File: config.mk
export PLATFORM = sky130hd
export DESIGN_NAME = rff_filter
export DESIGN_NICKNAME = d
export VERILOG_FILES = /design/src/core/rff_pkg.sv /design/src/core/rff_filter.sv
export SDC_FILE = /design/constraint.sdc
export NUM_CORES = 1
export LEC_CHECK = 0
export BUFFER_PORTS_ARGS = -buffer_cell sky130_fd_sc_hd__buf_2
export CAP_MARGIN = 0
export CORE_MARGIN = 2
export CORE_UTILIZATION = 52
export DETAILED_ROUTE_END_ITERATION = 6
export PLACE_DENSITY = 0.77
export REMOVE_ABC_BUFFERS = 1
export SLEW_MARGIN = 15
export SYNTH_ARGS = -nofsm -noshare
export SYNTH_HDL_FRONTEND = slang
export SYNTH_SLANG_ARGS = --single-unit
File: constraint.sdc
create_clock -name i_clock -period 2.26 [get_ports i_clock]
set_input_delay 0.452 -clock i_clock [delete_from_list [all_inputs] [get_ports i_clock]]
set_output_delay 0.452 -clock i_clock [all_outputs]
set_load 0.05 [all_outputs]
File: src/core/rff_pkg.sv
// package of register map, field positions and timing constants for the receive frame filter
package rff_pkg;

  // register byte offsets
  localparam logic [7:0] REG_RX_PROTECTION_CTRL = 8'h0C;
  localparam logic [7:0] REG_EXT_ACK_CTRL_1     = 8'h17;
  localparam logic [7:0] REG_SHORT_ADDRESS_LOW  = 8'h20;
  localparam logic [7:0] REG_SHORT_ADDRESS_HIGH = 8'h21;
  localparam logic [7:0] REG_PAN_ID_LOW         = 8'h22;
  localparam logic [7:0] REG_PAN_ID_HIGH        = 8'h23;
  localparam logic [7:0] REG_LONG_ADDRESS_BYTE0 = 8'h24;
  localparam logic [7:0] REG_LONG_ADDRESS_BYTE7 = 8'h2B;
  localparam logic [7:0] REG_EXT_ACK_CTRL_0     = 8'h2C;
  localparam logic [7:0] REG_ACK_POLICY_SEED    = 8'h2E;
  localparam logic [7:0] REG_STATUS             = 8'h30;

  // field positions
  localparam int BIT_RX_PROTECT      = 7;
  localparam int BIT_ACK_DELAY_SHORT = 2;
  localparam int BIT_RES_UPLOAD      = 4;
  localparam int BIT_RES_FILTER      = 5;
  localparam int BIT_SLOTTED         = 0;
  localparam int BIT_PAN_COORD       = 3;
  localparam int BIT_ACK_DISABLE     = 4;
  localparam int BIT_FVN_LO          = 6;

  // reset values
  localparam logic [7:0] RST_ZERO      = 8'h00;
  localparam logic [7:0] RST_POLICY    = 8'h40;
  localparam logic [7:0] RST_LONG_ADDR = 8'h00;

  // frame types and address modes
  localparam logic [2:0] FT_BEACON = 3'h0;
  localparam logic [2:0] FT_DATA   = 3'h1;
  localparam logic [2:0] FT_ACK    = 3'h2;
  localparam logic [2:0] FT_CMD    = 3'h3;
  localparam logic [1:0] AM_NONE   = 2'h0;
  localparam logic [1:0] AM_SHORT  = 2'h2;
  localparam logic [1:0] AM_LONG   = 2'h3;
  localparam logic [15:0] BCAST    = 16'hFFFF;

  // transaction result codes
  localparam logic [2:0] TRAC_SUCCESS  = 3'h0;
  localparam logic [2:0] TRAC_ACK_WAIT = 3'h2;
  localparam logic [2:0] TRAC_INVALID  = 3'h7;

  // timing
  localparam int CLK_MHZ            = 100;
  localparam int SYMBOL_US          = 16;
  localparam int ACK_STD_SYMBOLS    = 12;
  localparam int ACK_SHORT_SYMBOLS  = 2;
  localparam int TRIG_TO_TX_US      = 16;
  localparam int SYMBOL_CYCLES      = SYMBOL_US * CLK_MHZ;
  localparam int ACK_STD_CYCLES     = ACK_STD_SYMBOLS * SYMBOL_CYCLES;
  localparam int ACK_SHORT_CYCLES   = ACK_SHORT_SYMBOLS * SYMBOL_CYCLES;
  localparam int TRIG_TO_TX_CYCLES  = TRIG_TO_TX_US * CLK_MHZ;

  // parsed header handed over by the receive path at frame end
  typedef struct packed {
    logic [2:0]  frame_type;
    logic        ack_request;
    logic        pan_compress;
    logic [1:0]  dst_mode;
    logic [1:0]  frame_version;
    logic [1:0]  src_mode;
    logic [15:0] dst_pan;
    logic [63:0] dst_addr;
    logic [15:0] src_pan;
    logic        fcs_ok;
  } rff_hdr_t;

  // register bus request
  typedef struct packed {
    logic [7:0] addr;
    logic [7:0] wdata;
    logic       wr;
    logic       rd;
  } rff_bus_t;

endpackage : rff_pkg

File: src/core/rff_filter.sv
// receive frame filter with automatic and slotted acknowledgement timing
// Notes on behaviour
// RULE_01: unfiltered reserved upload: frame end, no match
// RULE_02: filtered reserved frames treated as data frames
// RULE_03: filtered reserved: ack only after frame end
// RULE_04: reserved upload off discards reserved frames
// RULE_05: ack delay twelve or two symbols
// RULE_06: slotted trigger allowed two symbols after frame
// RULE_07: reserved frame types rejected by default
// RULE_08: reserved version rejected, relaxable by setting
// RULE_09: version accept field picks acknowledged versions
// RULE_10: destination pan must match or broadcast
// RULE_11: destination short or long address must match
// RULE_12: beacon source pan must match unless broadcast
// RULE_13: source-only frames need coordinator and pan
// RULE_14: reject ack frames and addressless frames
// RULE_15: no match event for dst<=1, src=0
// RULE_16: passing frame raises match event when enabled
// RULE_17: slotted mode holds ack until trigger edge
// RULE_18: slotted mode sets ack wait code
// RULE_19: host times trigger edge for slot start
// RULE_20: ack starts 16 us after trigger edge
// RULE_21: corrupted frames get no ack or frame end
module rff_filter
  import rff_pkg::*;
#(
  parameter int ACK_STD_CYC   = ACK_STD_CYCLES,    // standard ack wait, cycles
  parameter int ACK_SHORT_CYC = ACK_SHORT_CYCLES,  // reduced ack wait, cycles
  parameter int TRIG_TX_CYC   = TRIG_TO_TX_CYCLES  // trigger to transmit, cycles
) (
  input  wire logic       i_clock,
  input  wire logic       i_rstn,
  input  wire logic       i_ce,
  input  wire rff_bus_t   i_bus,
  output logic      [7:0] o_rdata,
  input  wire logic       i_frame_done,
  input  wire rff_hdr_t   i_hdr,
  input  wire logic       i_trigger_pin,
  input  wire logic       i_match_irq_en,
  output logic            o_frame_end_event,
  output logic            o_addr_match_event,
  output logic            o_ack_tx_start,
  output logic      [2:0] o_transaction_result
);

  // configuration registers
  logic [7:0]  rx_protection_ctrl_r;   // frame protection control
  logic [7:0]  ext_ack_ctrl_1_r;       // reserved type and ack timing bits
  logic [7:0]  ext_ack_ctrl_0_r;       // slotted operation bit
  logic [7:0]  ack_policy_seed_r;      // coordinator, ack disable, version policy
  logic [15:0] short_address_r;        // node short address
  logic [15:0] pan_id_r;               // node pan identifier
  logic [7:0]  long_address_r [8];     // node 64-bit address, byte wise
  logic [63:0] long_address;           // flattened view of the long address

  // decoded control bits
  logic       reserved_type_upload_en;
  logic       reserved_type_filter_en;
  logic       pan_coordinator_flag;
  logic       ack_gen_disable;
  logic [1:0] frame_version_accept_sel;
  logic       ack_delay_short;
  logic       slotted_en;

  assign reserved_type_upload_en  = ext_ack_ctrl_1_r[BIT_RES_UPLOAD];
  assign reserved_type_filter_en  = ext_ack_ctrl_1_r[BIT_RES_FILTER];
  assign ack_delay_short          = ext_ack_ctrl_1_r[BIT_ACK_DELAY_SHORT];
  assign slotted_en               = ext_ack_ctrl_0_r[BIT_SLOTTED];
  assign pan_coordinator_flag     = ack_policy_seed_r[BIT_PAN_COORD];
  assign ack_gen_disable          = ack_policy_seed_r[BIT_ACK_DISABLE];
  assign frame_version_accept_sel = ack_policy_seed_r[BIT_FVN_LO +: 2];

  // flatten long address bytes, byte 0 least significant
  genvar g;
  generate
    for (g = 0; g < 8; g++) begin : g_long
      assign long_address[g*8 +: 8] = long_address_r[g];
    end
  endgenerate

  // ack sequencer states
  typedef enum logic [1:0] {
    ST_IDLE  = 2'b00,  // waiting for a frame
    ST_DELAY = 2'b01,  // counting the ack turnaround
    ST_WAIT  = 2'b10,  // slotted: waiting for the trigger edge
    ST_TRIG  = 2'b11   // counting trigger to transmit
  } rff_state_t;

  rff_state_t  state_r;
  logic [15:0] count_r;        // shared cycle counter
  logic        slot_pending_r; // slotted delay reached, ack due

  // trigger pin synchroniser, three stages
  logic trig_s1_r;
  logic trig_s2_r;
  logic trig_s3_r;
  logic trig_level_r;   // debounced level, changes when stage two and three agree
  logic trig_rise;

  // register writes
  always_ff @(posedge i_clock or negedge i_rstn) begin
    if (!i_rstn) begin
      rx_protection_ctrl_r <= RST_ZERO;
      ext_ack_ctrl_1_r     <= RST_ZERO;
      ext_ack_ctrl_0_r     <= RST_ZERO;
      ack_policy_seed_r    <= RST_POLICY;
      short_address_r      <= BCAST;
      pan_id_r             <= BCAST;
      for (int i = 0; i < 8; i++) begin
        long_address_r[i] <= RST_LONG_ADDR;
      end
    end else if (i_ce && i_bus.wr) begin
      unique case (i_bus.addr)
        REG_RX_PROTECTION_CTRL: rx_protection_ctrl_r  <= i_bus.wdata;
        REG_EXT_ACK_CTRL_1:     ext_ack_ctrl_1_r      <= i_bus.wdata;
        REG_EXT_ACK_CTRL_0:     ext_ack_ctrl_0_r      <= i_bus.wdata;
        REG_ACK_POLICY_SEED:    ack_policy_seed_r     <= i_bus.wdata;
        REG_SHORT_ADDRESS_LOW:  short_address_r[7:0]  <= i_bus.wdata;
        REG_SHORT_ADDRESS_HIGH: short_address_r[15:8] <= i_bus.wdata;
        REG_PAN_ID_LOW:         pan_id_r[7:0]         <= i_bus.wdata;
        REG_PAN_ID_HIGH:        pan_id_r[15:8]        <= i_bus.wdata;
        default: begin
          // long address bytes sit in a contiguous block
          if (i_bus.addr >= REG_LONG_ADDRESS_BYTE0 && i_bus.addr <= REG_LONG_ADDRESS_BYTE7) begin
            long_address_r[3'(i_bus.addr - REG_LONG_ADDRESS_BYTE0)] <= i_bus.wdata;
          end
        end
      endcase
    end
  end

  // register reads, data valid the cycle after the strobe; unmapped reads as zero
  always_ff @(posedge i_clock or negedge i_rstn) begin
    if (!i_rstn) begin
      o_rdata <= RST_ZERO;
    end else if (i_ce) begin
      if (i_bus.rd) begin
        unique case (i_bus.addr)
          REG_RX_PROTECTION_CTRL: o_rdata <= rx_protection_ctrl_r;
          REG_EXT_ACK_CTRL_1:     o_rdata <= ext_ack_ctrl_1_r;
          REG_EXT_ACK_CTRL_0:     o_rdata <= ext_ack_ctrl_0_r;
          REG_ACK_POLICY_SEED:    o_rdata <= ack_policy_seed_r;
          REG_SHORT_ADDRESS_LOW:  o_rdata <= short_address_r[7:0];
          REG_SHORT_ADDRESS_HIGH: o_rdata <= short_address_r[15:8];
          REG_PAN_ID_LOW:         o_rdata <= pan_id_r[7:0];
          REG_PAN_ID_HIGH:        o_rdata <= pan_id_r[15:8];
          // status: slotted ack pending, sequencer state, transaction result
          REG_STATUS:             o_rdata <= {2'h0, slot_pending_r, state_r, o_transaction_result};
          default: begin
            if (i_bus.addr >= REG_LONG_ADDRESS_BYTE0 &&
                i_bus.addr <= REG_LONG_ADDRESS_BYTE7) begin
              o_rdata <= long_address_r[3'(i_bus.addr - REG_LONG_ADDRESS_BYTE0)];
            end else begin
              o_rdata <= RST_ZERO;
            end
          end
        endcase
      end else begin
        o_rdata <= RST_ZERO;
      end
    end
  end

  // ---------------- filter decision, combinational over the parsed header
  logic is_reserved;     // frame type 4..7
  logic version_ok;      // version accepted by policy
  logic dst_pan_ok;
  logic dst_addr_ok;
  logic beacon_ok;
  logic src_only_ok;
  logic addr_present;
  logic filter_pass;     // third level filter result
  logic reserved_bypass; // reserved frame uploaded unfiltered
  logic match_allowed;   // match event not suppressed
  logic frame_end_ok;
  logic match_ok;
  logic ack_due;

  always_comb begin
    is_reserved = i_hdr.frame_type[2];
    // version policy also relaxes the reserved version check
    unique case (frame_version_accept_sel)
      2'h0:    version_ok = (i_hdr.frame_version == 2'h0);  // RULE_09
      2'h1:    version_ok = (i_hdr.frame_version <= 2'h1);  // RULE_08
      2'h2:    version_ok = (i_hdr.frame_version <= 2'h2);
      default: version_ok = 1'b1;
    endcase
    dst_pan_ok = (i_hdr.dst_mode == AM_NONE) ||
                 (i_hdr.dst_pan == pan_id_r) || (i_hdr.dst_pan == BCAST);  // RULE_10
    unique case (i_hdr.dst_mode)
      AM_SHORT: dst_addr_ok = (i_hdr.dst_addr[15:0] == short_address_r) ||
                              (i_hdr.dst_addr[15:0] == BCAST);  // RULE_11
      AM_LONG:  dst_addr_ok = (i_hdr.dst_addr == long_address);  // RULE_11
      default:  dst_addr_ok = 1'b1;
    endcase
    beacon_ok = (i_hdr.frame_type != FT_BEACON) || (pan_id_r == BCAST) ||
                (i_hdr.src_pan == pan_id_r);  // RULE_12
    // data, command and filtered reserved frames with source fields only
    src_only_ok = !((i_hdr.frame_type == FT_DATA || i_hdr.frame_type == FT_CMD ||
                     is_reserved) &&
                    i_hdr.dst_mode == AM_NONE && i_hdr.src_mode != AM_NONE) ||
                  (pan_coordinator_flag && i_hdr.src_pan == pan_id_r);  // RULE_13
    addr_present = (i_hdr.dst_mode != AM_NONE) || (i_hdr.src_mode != AM_NONE);
    filter_pass = (!is_reserved || (reserved_type_upload_en && reserved_type_filter_en)) &&
                  version_ok && dst_pan_ok && dst_addr_ok && beacon_ok && src_only_ok &&
                  (i_hdr.frame_type != FT_ACK) && addr_present;  // RULE_07 RULE_14 RULE_02
    reserved_bypass = is_reserved && reserved_type_upload_en &&
                      !reserved_type_filter_en;  // RULE_01
    // a frame with no real destination and no source is never announced
    match_allowed = !((i_hdr.dst_mode == AM_NONE || i_hdr.dst_mode == 2'h1) &&
                      i_hdr.src_mode == AM_NONE);  // RULE_15
    match_ok = filter_pass && match_allowed && !reserved_bypass;  // RULE_01 RULE_16
    // reserved with upload off never passes: silently dropped
    frame_end_ok = i_hdr.fcs_ok && (filter_pass || reserved_bypass);  // RULE_04 RULE_21
    ack_due = frame_end_ok && filter_pass && i_hdr.ack_request &&
              !ack_gen_disable;  // RULE_03 RULE_21
  end

  // frame end and address match pulses, one cycle each
  always_ff @(posedge i_clock or negedge i_rstn) begin
    if (!i_rstn) begin
      o_frame_end_event  <= 1'b0;
      o_addr_match_event <= 1'b0;
    end else if (i_ce) begin
      o_frame_end_event  <= i_frame_done && frame_end_ok;  // RULE_02
      o_addr_match_event <= i_frame_done && match_ok && i_match_irq_en;  // RULE_16
    end
  end

  // trigger pin synchroniser; stage one feeds only stage two
  always_ff @(posedge i_clock or negedge i_rstn) begin
    if (!i_rstn) begin
      trig_s1_r    <= 1'b0;
      trig_s2_r    <= 1'b0;
      trig_s3_r    <= 1'b0;
      trig_level_r <= 1'b0;
    end else if (i_ce) begin
      trig_s1_r <= i_trigger_pin;
      trig_s2_r <= trig_s1_r;
      trig_s3_r <= trig_s2_r;
      if (trig_s2_r == trig_s3_r) begin
        trig_level_r <= trig_s3_r;
      end
    end
  end

  assign trig_rise = (trig_s2_r == trig_s3_r) && trig_s3_r && !trig_level_r;

  // ack sequencer: delay, slotted hold, trigger to transmit
  always_ff @(posedge i_clock or negedge i_rstn) begin
    if (!i_rstn) begin
      state_r              <= ST_IDLE;
      count_r              <= 16'h0000;
      slot_pending_r       <= 1'b0;
      o_ack_tx_start       <= 1'b0;
      o_transaction_result <= TRAC_INVALID;
    end else if (i_ce) begin
      o_ack_tx_start <= 1'b0;
      unique case (state_r)
        ST_IDLE: begin
          if (i_frame_done && ack_due) begin
            state_r <= ST_DELAY;
            // slotted mode waits two symbols before it may be triggered
            if (slotted_en || ack_delay_short) begin
              count_r <= 16'(ACK_SHORT_CYC - 1);  // RULE_05 RULE_06
            end else begin
              count_r <= 16'(ACK_STD_CYC - 1);  // RULE_05
            end
          end
        end
        ST_DELAY: begin
          if (count_r != 16'h0000) begin
            count_r <= count_r - 16'h0001;
          end else if (slotted_en) begin
            state_r              <= ST_WAIT;  // RULE_17
            slot_pending_r       <= 1'b1;
            o_transaction_result <= TRAC_ACK_WAIT;  // RULE_18
          end else begin
            state_r              <= ST_IDLE;
            o_ack_tx_start       <= 1'b1;
            o_transaction_result <= TRAC_SUCCESS;
          end
        end
        ST_WAIT: begin
          // host owns the slot timing of the edge
          if (trig_rise) begin  // RULE_19
            state_r <= ST_TRIG;
            count_r <= 16'(TRIG_TX_CYC - 1);  // RULE_20
          end
        end
        ST_TRIG: begin
          if (count_r != 16'h0000) begin
            count_r <= count_r - 16'h0001;
          end else begin
            state_r              <= ST_IDLE;
            slot_pending_r       <= 1'b0;
            o_ack_tx_start       <= 1'b1;  // RULE_20
            o_transaction_result <= TRAC_SUCCESS;
          end
        end
      endcase
    end
  end

endmodule : rff_filter

==> results of run 1 <==
[kinds of logic (layout without fill, tap and decap cells)]
group | count (synthesis) | count (layout)
XOR/XNOR | 112 | 112
AND/OR/NAND/NOR | 214 | 214
AO/OA/AOI/OAI | 134 | 134
buffers and inverters | 53 | 385
flip-flops | 164 | 164
multiplexers | 148 | 148
adder cells (fa/ha/maj) | 4 | 4
[cells in the mapped netlist (4+ instances only)]
| master | n |
|---|---|
| a211oi_1 | 6 |
| a21oi_1 | 14 |
| a221oi_1 | 7 |
| a222oi_1 | 13 |
| a22o_1 | 4 |
| a22oi_1 | 10 |
| and2_1 | 5 |
| and3_1 | 6 |
| buf_1 | 5 |
| clkbuf_1 | 24 |
| dfrtp_1 | 129 |
| dfstp_2 | 35 |
| inv_1 | 15 |
| mux2_2 | 137 |
| mux2i_1 | 11 |
| nand2_1 | 43 |
| nand2b_1 | 8 |
| nand3_1 | 17 |
| nand4_1 | 38 |
| nor2_1 | 26 |
| nor2_2 | 5 |
| nor3_1 | 15 |
| nor4_1 | 17 |
| o211ai_1 | 4 |
| o21ai_0 | 25 |
| o221ai_1 | 4 |
| o22ai_1 | 8 |
| o2bb2ai_1 | 9 |
| or3_1 | 10 |
| xnor2_1 | 78 |
| xor2_1 | 34 |
[area by class of cell]
type,count,share of cell area
clock buffer,18,0.0344
inverter,17,0.00512
timing repair buffer,336,0.185
sequential,164,0.333
tap,225,0.0226
multi-input combinational,612,0.406
clock inverter,14,0.0137
[per-stage QoR]
step                power, mW  utilization  setup TNS [ps]  hold WS, ps  setup WS [ps]
detailed placement       4.52        0.666          -32340          450           -428
CTS                      7.52        0.711           -1790          258           -209
global route             7.84        0.718           -3500          256           -261
floorplan                3.79            -          -18750          156           -348
finish                   7.57        0.718           -2470          262           -196
global placement         4.49        0.666          -29110          450           -366
[what timing repair did]
action / in CTS / in global routing
gates resized for setup: 22 / 24
endpoints found under the hold margin: 22 / 0
setup endpoints to repair: 19 / 33
hold buffers: 1 / 0
pin swaps: 19 / 7
setup buffers: 8 / 2
cloned: 0 / 1
[state kept, by name (all words and copies together), names as in the netlist, named ones only]
| register | cells |
|---|---|
| ext_ack_ctrl_1_r | 8 |
| state_r | 1 |
| pan_id_r | 16 |
| short_address_r | 16 |
| trig_s1_r | 1 |
| ext_ack_ctrl_0_r | 8 |
| slot_pending_r | 1 |
| trig_s2_r | 1 |
| trig_s3_r | 1 |
| o_transaction_result | 2 |
| o_ack_tx_start | 1 |
| o_rdata | 8 |
| ack_policy_seed_r | 8 |
| count_r | 16 |
| rx_protection_ctrl_r | 8 |
| o_frame_end_event | 1 |
| o_addr_match_event | 1 |
| long_address | 64 |
| trig_level_r | 1 |
[power groups by stage]
stage               logic (mW)  clock network [mW]  registers [mW]
global route              1.44                3.14            3.26
finish                    1.35                2.98            3.24
floorplan                0.493                   0            3.30
CTS                       1.29                3.00            3.24
global placement          1.21                   0            3.28
detailed placement        1.24                   0            3.29
[per-layer routing]
metal	up-vias	wire length, µm	track usage
li1	3752	-	-
met5	-	0	0
met2	500	14400	0.542
met1	4179	12200	0.417
met4	0	1210	0.151
met3	85	2400	0.0556
[how the worst max path moves through the flow]
stage,from,to,slack (ps),cells after the start
global route,count_r[6],count_r[13],-260,7
floorplan,count_r[6],count_r[2],-350,6
finish,count_r[6],count_r[13],-200,7
CTS,count_r[6],count_r[13],-210,7
detailed placement,i_bus[14],pan_id_r[9],-430,7
global placement,i_bus[14],pan_id_r[11],-370,7
==> run metrics, run 1 <==
cell taking the most area after synthesis dfrtp_1; Synth top area share 0.348; antenna cells 0; Top FF cell, synth dfrtp_1; Logic pwr share 0.178; asr flop ratio synth 1.00; Remaining Overflow, GRT 0; synth-to-layout area growth 34.5%; final instance area between 10000 and 15000 µm²; post-synthesis mux area share 0.178; CTS max path bufs 2; status complete, but fails checks; # clock sinks ~160; DRT iter0 DRCs about 840; top cells by area, synth dfrtp_1, mux2_2, dfstp_2; Finished Layout Cells ~1400; CTS tree done; simple-gate area share of the yosys netlist 0.131; Worst setup EP type flip-flop; main combinational cell family by area after synthesis multiplexers; CTS buffer count 17; CP delay by family, top simple AND/OR/NAND/NOR gates; DIE AREA ~19000 µm²; routability cong. 0.973; detailed-route DRC error count 0; final worst slack -196 ps; Layout Nets roughly 1300; Worst slew margin 0.633; Yosys cell types 75; P_leak 5.85 nW; Final Skew around 9 ps; Row Count between 40 and 50; most frequent cells in the layout buf_4, buf_2, mux2_2; R2R setup slack -200 ps; DIE HEIGHT 137 µm; Syn Inst Count 829; share of cells above drive strength 1 0.510; Clock Pin Slew Worst Setup and Hold Paths 70 ps; WHS Endpoint trig_s1_r; ANT nets after route 0; Seq pwr share 0.428; WL per Instance ~22 µm; CP max FO 2; total number of vias 8516; reg2reg end count_r[13]; Max Clk Rate between 400 and 500 MHz; clock group share of total power 0.394; Max H-tree Level 4; Worst Tran Pin Value 550 ps; Post-synth EDFFs 0; total iterations of the first detailed-routing run 6; Synth warnings 0; Routed WL between 30000 and 40000 µm; Initial Utilization 0.534; reported net switching power roughly 2.2 mW; worst setup path class flip-flop to flip-flop; die width roughly 140 µm; core region area between 15000 and 20000 µm²; Buf/Inv on CP 0; hold path depth 2; # setup viols final 17; compound-gate portion of the synthesized area 0.108; io pins around 150; CP arrival 2840 ps; Area after DPL 11600 µm²; Final HPWL DP about 22000 µm; Max Slew Vio Count 0; clk_lat worst skew around 440 ps; worst vdd ir roughly 0.65 mV; initial antenna violation count 0; Net Sw Frac 0.285; first-pass GRT wire length approximately 45000 µm; area occupied by multi-input gates 5060 µm²; PD cells between 600 and 700 nW/µm²; critical hold path startpoint i_trigger_pin; fill count approximately 1200; final worst-path cycle share 1.09; Internal about 5.4 mW; vias in the first global route around 8300; CTS Root Cell clkbuf_16; min cycle time layout about 2500 ps; leading cell type in the layout, fill and taps excluded buf_4; Post-Syn Area per Cell between 10 and 15 µm²; Yosys reg bits ~160; delay of the slowest critical-path stage 530 ps; violated checks negative setup slack; Reg2Reg Depth 7; class of the worst hold path input port to flip-flop; placed cells roughly 1300; Seq/Total Area, Yosys 0.448; max cap viols 0; register area slightly above 4000 µm²; worst reg2reg startpoint count_r[6]; Synth Area in Adders 0.00513; critical-path cell list or4_4, nand2b_4, or3_4, or3_4, or4_4, o21ai_2, a22o_2; Buffers on Ports about 140; Worst Setup Start Kind flip-flop; CP max stage cell or4_4; final hold vios 0; Worst EP required about 2600 ps; synthesized area approximately 9300 µm²; largest net degree at the start of global routing 56; drt via density about 6; GRT Util Overall 0.326; unrepaired setup endpoints after global routing true; Synth Area in XOR/XNOR 0.106
Note: power is estimated with default switching activity, not from simulation.
==> run 2: changes to the inputs <==
Settings changed: CORE_MARGIN 2 to 1.
==> run metrics, run 2 (same netlist as run 1, synthesis figures left out) <==
max reg flops 64 (unchanged); vias in the first global route 8339 (+0.13%); Worst Tran Pin Value 560 ps (+10.2 ps); Routed WL 29700 µm (-1.8%); Initial Utilization 0.534 (unchanged); final hold vios 0 (unchanged); detailed-route DRC error count 0 (unchanged); Layout Nets 1280 (-0.23%); largest net degree at the start of global routing 53 (-5.4%); DRT iter0 DRCs 787 (-6.6%); WL per Instance 21.4 µm (-1.6%); Clock Pin Slew Worst Setup and Hold Paths 70 ps (about the same); Row Count 48 (unchanged); max cap viols 0 (unchanged); hold path depth 2 (unchanged); CP arrival 2880 ps (+40 ps); CTS max path bufs 2 (unchanged); Worst Setup Start Kind flip-flop; final worst-path cycle share 1.11 (+0.0217); Final Skew 7.63 ps (-1.35 ps); reg2reg end count_r[13]; unrepaired setup endpoints after global routing true; io pins 146 (unchanged); CP max stage cell or4_4; # clock sinks 164 (unchanged); Worst EP required 2640 ps (about the same); total iterations of the first detailed-routing run 6 (unchanged); R2R setup slack -250 ps (-50 ps); final instance area 12500 µm² (+0.28%); CTS Root Cell clkbuf_16; Reg2Reg Depth 7 (unchanged); initial antenna violation count 1 (+1); leading cell type in the layout, fill and taps excluded buf_4; pre-CTS WS -376 ps (+52.6 ps); PD cells 629 nW/µm² (+3.5%); CTS tree done; Buffers on Ports 144 (unchanged); min cycle time layout 2510 ps (+49.0 ps); setup total negative slack -2550 ps (-87.4 ps); Area after DPL 11500 µm² (-0.28%); worst vdd ir 0.607 mV (-6.4%); routability cong. 0.983 (+1.0%); drt via density 6.07 (-1.2%); DIE HEIGHT 135 µm (-1.5%); die width 135 µm (-1.5%); Worst slew margin 0.627 (-0.00680); CTS buffer count 17 (unchanged); clk_lat worst skew 440 ps (about the same); antenna cells 0 (unchanged); total number of vias 8396 (-1.4%); status complete, but fails checks; delay of the slowest critical-path stage 540 ps (about the same); GRT Util Overall 0.332 (+0.00552); share of cells above drive strength 1 0.507 (-0.00300); final worst slack -245 ps (-49.0 ps); worst setup path class flip-flop to flip-flop; CP max FO 2 (unchanged); Max Slew Vio Count 0 (unchanged); Max Clk Rate 399 MHz (-2.0%); core region area 17400 µm² (unchanged); Final HPWL DP 21900 µm (+0.23%); synth-to-layout area growth 34.9%; ANT nets after route 0 (unchanged); # setup viols final 17 (unchanged); violated checks negative setup slack; Max H-tree Level 4 (unchanged); Remaining Overflow, GRT 0 (unchanged); first-pass GRT wire length 45000 µm (-0.94%); most frequent cells in the layout buf_4, buf_2, mux2_2; critical hold path startpoint i_trigger_pin; worst reg2reg startpoint count_r[4]; class of the worst hold path input port to flip-flop; critical-path cell list or4_4, nand2b_4, or3_4, or3_4, or4_4, o21ai_2, a22o_2; Worst setup EP type flip-flop; P_leak 5.88 nW (+0.38%); WHS Endpoint trig_s1_r; DIE AREA 18400 µm² (-2.9%)
## run 2: cell types whose count changed in the layout (fill, tap and decap cells not counted), moves of 2 or more
cell	previous run	this run
bufinv_16	2	5
nand2_1	38	41
nand2_2	5	2
inv_6	3	1
inv_8	3	1
nor4_2	7	5
xnor2_1	77	75
xnor2_2	1	3
## run 2: how the worst max path moves through the flow
stage,start,endpoint,slack [ps],depth (start not counted)
6_report,count_r[4],count_r[13],-250,7
5_1_grt,count_r[4],count_r[13],-280,7
4_1_cts,count_r[4],count_r[14],-190,8
3_5_place_dp,i_bus[14],pan_id_r[8],-380,8
3_3_place_gp,i_bus[14],long_address[57],-350,8
2_1_floorplan,count_r[6],count_r[2],-350,6
## run 2: per-stage QoR
stage | power [mW] | util | instances | hold slack [ps]
after CTS | 7.81 | 0.711 | 1376 | 242
after global placement | 4.50 | 0.664 | 1336 | 359
final | 7.86 | 0.720 | 1383 | 251
after global routing | 8.12 | 0.720 | 1383 | 249
after floorplan | 3.79 | - | 793 | 156
after detailed placement | 4.54 | 0.664 | 1336 | 353
## run 2: metal layers
metal  wire length [µm]  GRT usage  share of wire  up-vias
met4               1060      0.156          0.036        2
met2              14300      0.545           0.48      437
met5                 13          0        0.00044        -
li1                   -          -              -     3759
met3               2280     0.0610          0.077       74
met1              12000      0.423           0.40     4124
## run 2: power by group
group / switching [mW] / internal (mW)
logic: 0.709 / 0.651
registers: 0.127 / 3.11
clock network: 1.26 / 2.01
total: 2.09 / 5.76
## run 2: critical path, delay by kind of cell, from the launching register on
family           cells  cell delay [ps]
flip-flops           1              380
AND/OR/NAND/NOR      5             1810
AO/OA/AOI/OAI        2              270
## run 2: what timing repair did
| item | in CTS | in global routing |
|---|---|---|
| hold buffers | 1 | 0 |
| setup buffers | 7 | 7 |
| setup endpoints to repair | 19 | 35 |
| hold endpoints to repair | 13 | 0 |
| pin swaps | 20 | 18 |
| gates cloned | 0 | 0 |
| gates resized for setup | 18 | 25 |
## run 2: area by class of cell
cell class	count	area [µm²]
repair buffers	333	2270
multi-input cells	612	5070
well taps	225	282
flip-flops and latches	164	4150
inverters	17	63.8
fillers	1205	4860
clock buffers	18	439
clock inverters	14	225
